==> config.mk <==
export PLATFORM = sky130hd
export DESIGN_NAME = rtca_alarm
export DESIGN_NICKNAME = d
export VERILOG_FILES = /design/src/verilog/rtca_pkg.sv /design/src/verilog/rtca_alarm.sv /design/src/verilog/rtca_tick_div.sv
export SDC_FILE = /design/constraint.sdc
export NUM_CORES = 1
export LEC_CHECK = 0
export ABC_AREA = 1
export BUFFER_PORTS_ARGS = -buffer_cell sky130_fd_sc_hd__buf_2
export CAP_MARGIN = 20
export CORE_UTILIZATION = 55
export CTS_CLUSTER_DIAMETER = 60
export DETAILED_ROUTE_END_ITERATION = 7
export GPL_ROUTABILITY_DRIVEN = 1
export PLACE_DENSITY = 0.86
export SLEW_MARGIN = 20
export SYNTH_ARGS = -nofsm -noshare
export SYNTH_HDL_FRONTEND = slang
export SYNTH_HIERARCHICAL = 1
export SYNTH_SLANG_ARGS = --single-unit
==> constraint.sdc <==
create_clock -name core_clk_in -period 3.4 [get_ports core_clk_in]
set_input_delay 0.34 -clock core_clk_in [delete_from_list [all_inputs] [get_ports core_clk_in]]
set_output_delay 0.34 -clock core_clk_in [all_outputs]
set_load 0.02 [all_outputs]
==> src/verilog/rtca_pkg.sv <==
package rtca_pkg;
  // Register word indexes; the byte address on the bus is four times the index
  localparam logic [7:0] RTCA_IDX_ALARM_HIGH = 8'h1E;
  localparam logic [7:0] RTCA_IDX_ALARM_LOW = 8'h1F;
  localparam logic [7:0] RTCA_IDX_SECONDS_LOW = 8'h1C;
  localparam logic [7:0] RTCA_IDX_SECONDS_HIGH = 8'h1B;
  localparam logic [7:0] RTCA_IDX_SUBSECOND = 8'h1A;
  localparam logic [7:0] RTCA_IDX_CONTROL = 8'h20;
  localparam logic [7:0] RTCA_IDX_INT_STATUS = 8'h21;
  localparam logic [7:0] RTCA_IDX_INT_MASK = 8'h22;
  localparam int RTCA_ADDR_W = 10;
  // Field positions
  localparam int RTCA_CTL_RUN_BIT = 0;
  localparam int RTCA_CTL_ALARM_EN_BIT = 1;
  localparam int RTCA_INT_ALARM_BIT = 0;
  localparam int RTCA_INT_W = 1;
  localparam int RTCA_ALARM_W = 20;
  localparam int RTCA_HIGH_W = 4;
  localparam int RTCA_LOW_W = 16;
  // Reset values of control state
  localparam logic [1:0] RTCA_CTL_RESET = 2'h0;
  localparam logic [0:0] RTCA_MASK_RESET = 1'h0;
  // Tick timing: 32.768 kHz oscillator divided by 128 gives 256 Hz
  localparam int RTCA_OSC_DIV = 128;
  localparam int RTCA_BUSY_CYCLES = 4;
  // AXI responses
  localparam logic [1:0] RTCA_RESP_OKAY = 2'h0;
  localparam logic [1:0] RTCA_RESP_SLVERR = 2'h2;
endpackage

==> src/verilog/rtca_alarm.sv <==
// Our own choice: register access over AXI4-Lite.
`timescale 1ns/1ps
module rtca_alarm import rtca_pkg::*; #(
  parameter int DIV = RTCA_OSC_DIV
) (
  input wire logic core_clk_in,
  input wire logic resetn_in,
  input wire logic osc_in,
  input wire logic [RTCA_ADDR_W-1:0] s_axi_awaddr,
  input wire logic s_axi_awvalid,
  output logic s_axi_awready,
  input wire logic [31:0] s_axi_wdata,
  input wire logic [3:0] s_axi_wstrb,
  input wire logic s_axi_wvalid,
  output logic s_axi_wready,
  output logic [1:0] s_axi_bresp,
  output logic s_axi_bvalid,
  input wire logic s_axi_bready,
  input wire logic [RTCA_ADDR_W-1:0] s_axi_araddr,
  input wire logic s_axi_arvalid,
  output logic s_axi_arready,
  output logic [31:0] s_axi_rdata,
  output logic [1:0] s_axi_rresp,
  output logic s_axi_rvalid,
  input wire logic s_axi_rready,
  output logic irq_out,
  output logic alarm_match_out
);
  typedef enum logic [2:0] {
    RTCA_W_IDLE = 3'b001,
    RTCA_W_DO = 3'b010,
    RTCA_W_RESP = 3'b100
  } rtca_wstate_t;

  rtca_wstate_t wstate_r;
  logic [RTCA_ADDR_W-1:0] awaddr_r;
  logic [31:0] wdata_r;
  logic [3:0] wstrb_r;
  logic aw_have_r;
  logic w_have_r;
  logic [RTCA_HIGH_W-1:0] alarm_time_high_r;
  logic [RTCA_LOW_W-1:0] alarm_time_low_r;
  logic [7:0] subsecond_count_r;
  logic [31:0] seconds_r;
  logic [1:0] ctl_r;
  logic [RTCA_INT_W-1:0] int_status_r;
  logic [RTCA_INT_W-1:0] int_mask_r;
  logic [2:0] busy_cnt_r;
  logic tick_w;
  logic rollover_w;
  logic busy_w;
  logic run_w;
  logic alarm_en_w;
  logic [RTCA_ALARM_W-1:0] alarm_value_w;
  logic match_w;
  logic wr_go_w;
  logic wr_ok_w;
  logic [7:0] wr_idx_w;
  logic [31:0] rd_data_w;
  logic rd_ok_w;

  // Word index from byte address
  function automatic logic [7:0] rtca_idx(input logic [RTCA_ADDR_W-1:0] a);
    rtca_idx = a[9:2];
  endfunction

  // Whether an index names a mapped register; holes in the index range answer with an error both ways
  function automatic logic rtca_mapped(input logic [7:0] i);
    rtca_mapped = (i == RTCA_IDX_SUBSECOND) || (i == RTCA_IDX_SECONDS_HIGH) || (i == RTCA_IDX_SECONDS_LOW)
                  || (i == RTCA_IDX_ALARM_HIGH) || (i == RTCA_IDX_ALARM_LOW) || (i == RTCA_IDX_CONTROL)
                  || (i == RTCA_IDX_INT_STATUS) || (i == RTCA_IDX_INT_MASK);
  endfunction

  assign run_w = ctl_r[RTCA_CTL_RUN_BIT];
  assign alarm_en_w = ctl_r[RTCA_CTL_ALARM_EN_BIT];
  assign busy_w = (busy_cnt_r != 3'h0);
  assign alarm_value_w = {alarm_time_high_r, alarm_time_low_r};

  rtca_tick_div #(.DIV(DIV)) u_tick (
    .core_clk_in(core_clk_in),
    .resetn_in(resetn_in),
    .osc_in(osc_in),
    .run_in(run_w),
    .tick_out(tick_w)
  );

  // Subsecond rollover at the tick that wraps the 8-bit counter
  assign rollover_w = tick_w && (subsecond_count_r == 8'hFF);
  // Compare against seconds as they stand at the rollover, before increment
  assign match_w = rollover_w && (alarm_value_w == seconds_r[RTCA_ALARM_W-1:0]);

  // Write channel acceptance: address and data in either order
  assign s_axi_awready = (wstate_r == RTCA_W_IDLE) && !aw_have_r;
  assign s_axi_wready = (wstate_r == RTCA_W_IDLE) && !w_have_r;
  assign wr_go_w = (wstate_r == RTCA_W_DO);
  assign wr_idx_w = rtca_idx(awaddr_r);
  assign wr_ok_w = rtca_mapped(wr_idx_w);

  always_ff @(posedge core_clk_in) begin
    if (!resetn_in) begin
      wstate_r <= RTCA_W_IDLE;
      aw_have_r <= 1'b0;
      w_have_r <= 1'b0;
      awaddr_r <= '0;
      wdata_r <= 32'h0;
      wstrb_r <= 4'h0;
      s_axi_bvalid <= 1'b0;
      s_axi_bresp <= RTCA_RESP_OKAY;
    end else begin
      case (wstate_r)
        RTCA_W_IDLE: begin
          if (s_axi_awvalid && s_axi_awready) begin
            awaddr_r <= s_axi_awaddr;
            aw_have_r <= 1'b1;
          end
          if (s_axi_wvalid && s_axi_wready) begin
            wdata_r <= s_axi_wdata;
            wstrb_r <= s_axi_wstrb;
            w_have_r <= 1'b1;
          end
          if ((aw_have_r || s_axi_awvalid) && (w_have_r || s_axi_wvalid)) begin
            wstate_r <= RTCA_W_DO;
          end
        end
        RTCA_W_DO: begin
          aw_have_r <= 1'b0;
          w_have_r <= 1'b0;
          s_axi_bvalid <= 1'b1;
          s_axi_bresp <= wr_ok_w ? RTCA_RESP_OKAY : RTCA_RESP_SLVERR;
          wstate_r <= RTCA_W_RESP;
        end
        RTCA_W_RESP: begin
          if (s_axi_bready) begin
            s_axi_bvalid <= 1'b0;
            wstate_r <= RTCA_W_IDLE;
          end
        end
        default: wstate_r <= RTCA_W_IDLE;
      endcase
    end
  end

  // Alarm registers: no reset term, contents survive all resets
  always_ff @(posedge core_clk_in) begin
    if (wr_go_w && wr_idx_w == RTCA_IDX_ALARM_HIGH && wstrb_r[0] && (!alarm_en_w || !run_w)) begin
      alarm_time_high_r <= wdata_r[RTCA_HIGH_W-1:0];
    end
    if (wr_go_w && wr_idx_w == RTCA_IDX_ALARM_LOW && !busy_w && (!alarm_en_w || !run_w)) begin
      if (wstrb_r[0]) begin
        alarm_time_low_r[7:0] <= wdata_r[7:0];
      end
      if (wstrb_r[1]) begin
        alarm_time_low_r[15:8] <= wdata_r[15:8];
      end
    end
  end

  // Time counters: battery backed, so no reset; writable only when stopped and idle
  always_ff @(posedge core_clk_in) begin
    if (wr_go_w && !run_w && !busy_w && wr_idx_w == RTCA_IDX_SUBSECOND) begin
      subsecond_count_r <= wdata_r[7:0];
    end else if (tick_w) begin
      subsecond_count_r <= subsecond_count_r + 8'h01;
    end
    if (wr_go_w && !run_w && !busy_w && wr_idx_w == RTCA_IDX_SECONDS_LOW) begin
      seconds_r[15:0] <= wdata_r[15:0];
    end else if (wr_go_w && !run_w && !busy_w && wr_idx_w == RTCA_IDX_SECONDS_HIGH) begin
      seconds_r[31:16] <= wdata_r[15:0];
    end else if (rollover_w) begin
      seconds_r <= seconds_r + 32'h1;
    end
  end

  // Busy spans a few cycles after each run enable change, modelling the slow-domain update
  always_ff @(posedge core_clk_in) begin
    if (!resetn_in) begin
      busy_cnt_r <= 3'h0;
    end else if (wr_go_w && wr_idx_w == RTCA_IDX_CONTROL && wstrb_r[0]
                 && wdata_r[RTCA_CTL_RUN_BIT] != run_w) begin
      busy_cnt_r <= 3'(RTCA_BUSY_CYCLES);
    end else if (busy_w) begin
      busy_cnt_r <= busy_cnt_r - 3'h1;
    end
  end

  // Control and mask registers
  always_ff @(posedge core_clk_in) begin
    if (!resetn_in) begin
      ctl_r <= RTCA_CTL_RESET;
      int_mask_r <= RTCA_MASK_RESET;
    end else if (wr_go_w && wstrb_r[0]) begin
      if (wr_idx_w == RTCA_IDX_CONTROL) begin
        ctl_r <= wdata_r[1:0];
      end else if (wr_idx_w == RTCA_IDX_INT_MASK) begin
        int_mask_r <= wdata_r[RTCA_INT_W-1:0];
      end
    end
  end

  // Sticky alarm flag; a set in the clearing cycle wins
  always_ff @(posedge core_clk_in) begin
    if (!resetn_in) begin
      int_status_r <= '0;
    end else if (match_w && alarm_en_w) begin
      int_status_r[RTCA_INT_ALARM_BIT] <= 1'b1;
    end else if (wr_go_w && wstrb_r[0] && wr_idx_w == RTCA_IDX_INT_STATUS) begin
      int_status_r <= int_status_r & ~wdata_r[RTCA_INT_W-1:0];
    end
  end

  always_ff @(posedge core_clk_in) begin
    if (!resetn_in) begin
      irq_out <= 1'b0;
      alarm_match_out <= 1'b0;
    end else begin
      irq_out <= |(int_status_r & int_mask_r);
      alarm_match_out <= match_w && alarm_en_w;
    end
  end

  // Read mux
  always_comb begin
    rd_data_w = 32'h0;
    rd_ok_w = 1'b1;
    if (rtca_idx(s_axi_araddr) == RTCA_IDX_ALARM_HIGH) begin
      rd_data_w = {28'h0, alarm_time_high_r};
    end else if (rtca_idx(s_axi_araddr) == RTCA_IDX_ALARM_LOW) begin
      rd_data_w = {16'h0, alarm_time_low_r};
    end else if (rtca_idx(s_axi_araddr) == RTCA_IDX_SUBSECOND) begin
      rd_data_w = {24'h0, subsecond_count_r};
    end else if (rtca_idx(s_axi_araddr) == RTCA_IDX_SECONDS_HIGH) begin
      rd_data_w = {16'h0, seconds_r[31:16]};
    end else if (rtca_idx(s_axi_araddr) == RTCA_IDX_SECONDS_LOW) begin
      rd_data_w = {16'h0, seconds_r[15:0]};
    end else if (rtca_idx(s_axi_araddr) == RTCA_IDX_CONTROL) begin
      rd_data_w = {29'h0, busy_w, ctl_r};
    end else if (rtca_idx(s_axi_araddr) == RTCA_IDX_INT_STATUS) begin
      rd_data_w = {31'h0, int_status_r};
    end else if (rtca_idx(s_axi_araddr) == RTCA_IDX_INT_MASK) begin
      rd_data_w = {31'h0, int_mask_r};
    end else begin
      rd_ok_w = 1'b0;
    end
  end

  assign s_axi_arready = !s_axi_rvalid;

  // Read answer one cycle after the address is taken
  always_ff @(posedge core_clk_in) begin
    if (!resetn_in) begin
      s_axi_rvalid <= 1'b0;
      s_axi_rdata <= 32'h0;
      s_axi_rresp <= RTCA_RESP_OKAY;
    end else if (s_axi_arvalid && s_axi_arready) begin
      s_axi_rvalid <= 1'b1;
      s_axi_rdata <= rd_data_w;
      s_axi_rresp <= rd_ok_w ? RTCA_RESP_OKAY : RTCA_RESP_SLVERR;
    end else if (s_axi_rready) begin
      s_axi_rvalid <= 1'b0;
    end
  end

  // Alarm pulse: only at a rollover, with the alarm on and the value matching
  alarm_only_rollover_a: assert property (@(posedge core_clk_in) disable iff (!resetn_in)
    alarm_match_out |-> $past(rollover_w) && $past(alarm_en_w))
    else $error("alarm pulse without rollover");
  alarm_value_match_a: assert property (@(posedge core_clk_in) disable iff (!resetn_in)
    alarm_match_out |-> $past(alarm_value_w) == $past(seconds_r[19:0]))
    else $error("alarm pulse without matching seconds");
  match_pulse_a: assert property (@(posedge core_clk_in) disable iff (!resetn_in)
    alarm_match_out |=> !alarm_match_out)
    else $error("alarm pulse longer than one cycle");
  // Alarm halves: locked writes leave them alone, open writes land
  high_locked_a: assert property (@(posedge core_clk_in) disable iff (!resetn_in)
    (alarm_en_w && run_w) |=> $stable(alarm_time_high_r))
    else $error("high alarm changed while locked");
  high_write_a: assert property (@(posedge core_clk_in) disable iff (!resetn_in)
    (wr_go_w && wr_idx_w == RTCA_IDX_ALARM_HIGH && wstrb_r[0] && !(alarm_en_w && run_w))
    |=> alarm_time_high_r == $past(wdata_r[RTCA_HIGH_W-1:0]))
    else $error("open high alarm write lost");
  low_locked_a: assert property (@(posedge core_clk_in) disable iff (!resetn_in)
    (busy_w || (alarm_en_w && run_w)) |=> $stable(alarm_time_low_r))
    else $error("low alarm changed while locked");
  low_write_a: assert property (@(posedge core_clk_in) disable iff (!resetn_in)
    (wr_go_w && wr_idx_w == RTCA_IDX_ALARM_LOW && wstrb_r[0] && !busy_w && !(alarm_en_w && run_w))
    |=> alarm_time_low_r[7:0] == $past(wdata_r[7:0]))
    else $error("open low alarm write lost");
  high_upper_zero_a: assert property (@(posedge core_clk_in) disable iff (!resetn_in)
    (s_axi_arvalid && s_axi_arready && rtca_idx(s_axi_araddr) == RTCA_IDX_ALARM_HIGH)
    |=> s_axi_rdata[31:4] == 28'h0)
    else $error("high alarm upper bits not zero");
  // Counters: seconds move only at a rollover while running, subseconds at each tick
  seconds_step_a: assert property (@(posedge core_clk_in) disable iff (!resetn_in)
    (rollover_w && !wr_go_w) |=> seconds_r == $past(seconds_r) + 32'h1)
    else $error("seconds did not advance on rollover");
  seconds_locked_a: assert property (@(posedge core_clk_in) disable iff (!resetn_in)
    (run_w && !rollover_w) |=> $stable(seconds_r))
    else $error("seconds changed while running without rollover");
  subsecond_step_a: assert property (@(posedge core_clk_in) disable iff (!resetn_in)
    (tick_w && !wr_go_w) |=> subsecond_count_r == $past(subsecond_count_r) + 8'h01)
    else $error("subsecond did not advance on tick");
  tick_needs_run_a: assert property (@(posedge core_clk_in) disable iff (!resetn_in)
    tick_w |-> $past(run_w))
    else $error("tick while stopped");
  busy_count_a: assert property (@(posedge core_clk_in) disable iff (!resetn_in)
    (busy_w && !(wr_go_w && wr_idx_w == RTCA_IDX_CONTROL)) |=> busy_cnt_r == $past(busy_cnt_r) - 3'h1)
    else $error("busy count did not step down");
  // Status flag: set by an enabled match, dropped only by a write of one
  status_sticky_a: assert property (@(posedge core_clk_in) disable iff (!resetn_in)
    (match_w && alarm_en_w) |=> int_status_r[RTCA_INT_ALARM_BIT])
    else $error("alarm status not set");
  status_hold_a: assert property (@(posedge core_clk_in) disable iff (!resetn_in)
    (int_status_r[0] && !(wr_go_w && wr_idx_w == RTCA_IDX_INT_STATUS)) |=> int_status_r[0])
    else $error("alarm status dropped without clear");
  status_clear_a: assert property (@(posedge core_clk_in) disable iff (!resetn_in)
    (int_status_r[0] && wr_go_w && wr_idx_w == RTCA_IDX_INT_STATUS && wstrb_r[0] && wdata_r[0]
     && !(match_w && alarm_en_w)) |=> !int_status_r[0])
    else $error("alarm status not cleared");
  status_quiet_a: assert property (@(posedge core_clk_in) disable iff (!resetn_in)
    (!int_status_r[0] && !(match_w && alarm_en_w)) |=> !int_status_r[0])
    else $error("alarm status set without match");
  // Bus answers: unmapped places are refused, and each answer is handed over once
  read_unmapped_a: assert property (@(posedge core_clk_in) disable iff (!resetn_in)
    (s_axi_arvalid && s_axi_arready && !rtca_mapped(rtca_idx(s_axi_araddr)))
    |=> s_axi_rvalid && s_axi_rresp == RTCA_RESP_SLVERR && s_axi_rdata == 32'h0)
    else $error("unmapped read not refused");
  write_unmapped_a: assert property (@(posedge core_clk_in) disable iff (!resetn_in)
    (wr_go_w && !wr_ok_w) |=> s_axi_bvalid && s_axi_bresp == RTCA_RESP_SLVERR)
    else $error("unmapped write not refused");
  bvalid_drop_a: assert property (@(posedge core_clk_in) disable iff (!resetn_in)
    (s_axi_bvalid && s_axi_bready) |=> !s_axi_bvalid)
    else $error("write answer repeated");
  rvalid_drop_a: assert property (@(posedge core_clk_in) disable iff (!resetn_in)
    (s_axi_rvalid && s_axi_rready) |=> !s_axi_rvalid)
    else $error("read answer repeated");
endmodule

==> src/verilog/rtca_tick_div.sv <==
`timescale 1ns/1ps
// Synchronises the oscillator pin and divides its rising edges to a one-cycle tick
module rtca_tick_div import rtca_pkg::*; #(
  parameter int DIV = RTCA_OSC_DIV
) (
  input wire logic core_clk_in,
  input wire logic resetn_in,
  input wire logic osc_in,
  input wire logic run_in,
  output logic tick_out
);
  logic sync1_r;
  logic sync2_r;
  logic prev_r;
  logic [$clog2(DIV)-1:0] cnt_r;
  logic edge_w;

  // Two-stage synchroniser; first stage feeds only the second
  always_ff @(posedge core_clk_in) begin
    if (!resetn_in) begin
      sync1_r <= 1'b0;
      sync2_r <= 1'b0;
      prev_r <= 1'b0;
    end else begin
      sync1_r <= osc_in;
      sync2_r <= sync1_r;
      prev_r <= sync2_r;
    end
  end

  assign edge_w = sync2_r & ~prev_r;

  // Divider runs only while the clock is enabled
  always_ff @(posedge core_clk_in) begin
    if (!resetn_in) begin
      cnt_r <= '0;
      tick_out <= 1'b0;
    end else begin
      tick_out <= 1'b0;
      if (run_in && edge_w) begin
        if (cnt_r == ($clog2(DIV))'(DIV - 1)) begin
          cnt_r <= '0;
          tick_out <= 1'b1;
        end else begin
          cnt_r <= cnt_r + 1'b1;
        end
      end
    end
  end
endmodule

==> impl_metrics.csv <==
group,metric,value,unit
critical_path,crit_cells,8,
drt,antenna_left,0,
timing,slew_headroom,41.7,%
timing,hold_viol,0,
clock_tree,numCtsBuffers,17,
power,switching_share,29.7,%
hold_path,hold_path_class,"in2reg",
timing,slew_viol_final,0,
critical_path,reg2reg_to,"seconds_r[11]",
floorplanning,start_util,56.5,%
timing,worstMarginPinSlew,0.873,ns
critical_path,rrSetupSlack,0.74,ns
synthesis,ys_ff_latch,131,
critical_path,endpoint_kind,"register",
floorplanning,dieArea,13400,µm²
finish,stdcell_area,8100,µm²
drt,routed_via_density,5.45,
synthesis,yosysSeqAreaShare,45.2,%
critical_path,cp_max_fo,11,
clock_tree,clkTransAtPathRegs,0.05,ns
timing,fin_ws,0.741,ns
placement,io_buffers,66,
floorplanning,die_x,116,µm
critical_path,cp_cell_sequence,"inv_1 > ha_1 > ha_1 > nand3_4 > nor2_2 > inv_2 > a21oi_1 > buf_4",
power,p_per_area,541,nW/µm²
power,seqPwrFrac,44.0,%
clock_tree,clock-sinks,131,
synthesis,async_reset_ff_share,0,%
timing,fin_crit,2.66,ns
placement,dp_cells,1155,
synthesis,synth_compound_area_share,12.7,%
synthesis,synth_xor_area_share,4.05,%
power,clkPwrFrac,40.1,%
clock_tree,worstSkewPairLatency,0.42,ns
critical_path,required,3.51,ns
critical_path,reg2reg_from,"busy_cnt_r[0]",
critical_path,cp.buffers_inverters,3,
power,peakVddDrop,474,µV
clock_tree,htreeDepth,4,
global_routing,grt_pass1_vias,5760,
drt,vias,6474,
critical_path,criticalPathCategory,"reg2reg",
synthesis,synth_fa_ha_area_share,1.05,%
clock_tree,ctsResizeCount,0,
finish,num-nets-final,1072,
timing,finClkSkew,0.00952,ns
floorplanning,io_pins,107,
finish,mostFrequentLayoutCell,"nand2_1",
timing,fin_crit_sh,78.2,%
floorplanning,row_count,41,
critical_path,start_kind,"register",
timing,setup_tns,0,ns
synthesis,yosys.area.top_type,"edfxtp_1",
drt,wl_per_cell,15.6,µm
power,leakage,3.49,nW
flow_run,maxCapViolCount,0,
synthesis,netlist_top_cells_area,"edfxtp_1 (25%), dfxtp_1 (20%), nand2_1 (11%)",
synthesis,syn_inst,933,
timing,rsz0062_at_grt,"no",
timing,max_freq,376,MHz
clock_tree,post_cts_buffers,0,
finish,fin_cells,1187,
global_routing,grtUsageTotal,28.9,%
synthesis,synthFlopType,"dfxtp_1",
drt,drc,0,
power,internal_power,3.08,mW
finish,antenna_cells,0,
critical_path,startpoint,"busy_cnt_r[0]",
clock_tree,cts-root-buf,"clkbuf_16",
status,status,"finished clean",
placement,placed_area,7530,µm²
critical_path,cp.arrival,2.77,ns
drt,firstDrtPassIters,5,
critical_path,cp_top_family,"adder cells",
critical_path,crit_end,"seconds_r[11]",
drt,drt_iter0_markers,593,
finish,syn2layout_area_growth,13.7,%
global_routing,grt_pass1_wl,29.1,mm
global_routing,antenna_found_initial,0,
synthesis,yosys_warnings,6,
synthesis,synth_edf_count,60,
synthesis,ys_types,43,
clock_tree,clk_path_buf_depth,2,
synthesis,synth_area,7130,µm²
power,comb_power_share,15.8,%
power,p_sw,1.30,mW
placement,routabilityCongestion,1.01,
clock_tree,holdBufCountCts,0,
synthesis,yosys.area_share.simple,26.5,%
critical_path,cpMostUsedCell,"ha_1",
critical_path,slowest_stage,"a21oi_1",
timing,setup_violations,0,
finish,drive_above_1_share,13.5,%
clock_tree,cts_tree,"done",
placement,hpwl,14.1,mm
finish,final_util,64.2,%
global_routing,grt_overflow,0,
critical_path,slowest_delay,0.48,ns
placement,place_ws,0.785,ns
floorplanning,die-height,116,µm
critical_path,r2r_cells,8,
synthesis,synthMuxAreaShare,0,%
global_routing,grt_max_degree,37,
finish,layout_common_cells,"nand2_1 (217), inv_1 (125), nor2_1 (95), o21ai_0 (75), dfxtp_1 (71)",
synthesis,synth_area_per_cell,7.64,µm²
synthesis,synth.top_cell.area_share,25.3,%
floorplanning,design.core.area,12600,µm²
synthesis,synth_top_family_by_area,"simple AND/OR/NAND/NOR gates",
drt,wl,18.6,mm
-- metrics by stage --
stage | power, mW | hold WS (ns)
4_1_cts | 4.38 | 0.0905
3_3_place_gp | 2.61 | 0.397
6_report | 4.38 | 0.101
3_5_place_dp | 2.64 | 0.415
5_1_grt | 4.54 | 0.104
2_1_floorplan | 2.44 | 0.390
-- worst reg2reg max path, stage by stage, from the launching register on --
cell     delay (ns)
dfxtp_1        0.32
inv_1          0.06
ha_1           0.16
ha_1           0.42
nand3_4        0.15
nor2_2         0.39
inv_2          0.06
a21oi_1        0.48
buf_4          0.31
-- layout make-up --
class / count / area [µm²]
Clock inverter: 13 / 135
Fill cell: 1127 / 4520
Multi-Input combinational cell: 648 / 3220
Inverter: 132 / 495
Timing Repair Buffer: 72 / 375
Sequential cell: 131 / 3220
Tap cell: 172 / 215
Clock buffer: 19 / 433
-- cell families after synthesis --
kind of cell,after synthesis
simple gates,419
buf+inv,171
compound gates,172
xor+xnor,33
fa+ha+maj,6
other cells,1
flops,131
-- power groups by stage --
stage	logic (mW)	registers, mW	clock network, mW
final	0.694	1.93	1.76
after global routing	0.771	1.95	1.82
after CTS	0.691	1.93	1.77
after detailed placement	0.683	1.96	0
after global placement	0.660	1.95	0
after floorplan	0.509	1.93	0
-- synth_stat cells, types with 6 or more instances --
master / instances
xor2_1: 26
buf_4: 21
nand2_1: 217
nor2_2: 8
edfxtp_1: 60
nand4_1: 18
nand3_1: 42
dfxtp_1: 71
a21oi_1: 57
o211ai_1: 7
o21ai_0: 75
buf_2: 7
o21ai_1: 19
clkbuf_1: 8
nor3_1: 10
inv_1: 125
nor2_1: 95
xnor2_1: 7
ha_1: 6
-- per-layer routing --
layer / global-route usage [%] / vias up / wire, µm
li1: - / 3157 / -
met1: 39.0 / 2902 / 7850
met2: 44.7 / 375 / 8210
met3: 6.90 / 40 / 1990
met4: 12.1 / 0 / 510
met5: 0 / - / 0
-- state kept, by name, summed over array words and instances, names as in the netlist, 3 cells and up --
name and flops:
s_axi_rdata 16, alarm_time_high_r 4, u_tick/cnt_r 7, wdata_r 16, subsecond_count_r 8, awaddr_r 8
busy_cnt_r 3, seconds_r 32, alarm_time_low_r 16, wstate_r 3
-- how the worst min path moves through the flow --
stage	startpoint	to	slack [ns]	cells past startpoint
CTS	osc_in	u_tick/sync1_r	0.09	3
floorplan	u_tick/sync1_r	u_tick/sync2_r	0.39	2
detailed placement	u_tick/sync1_r	u_tick/sync2_r	0.41	2
global placement	u_tick/sync1_r	u_tick/sync2_r	0.40	2
finish	osc_in	u_tick/sync1_r	0.10	3
global route	osc_in	u_tick/sync1_r	0.10	3
No activity file was read; power rests on OpenSTA's default activity.
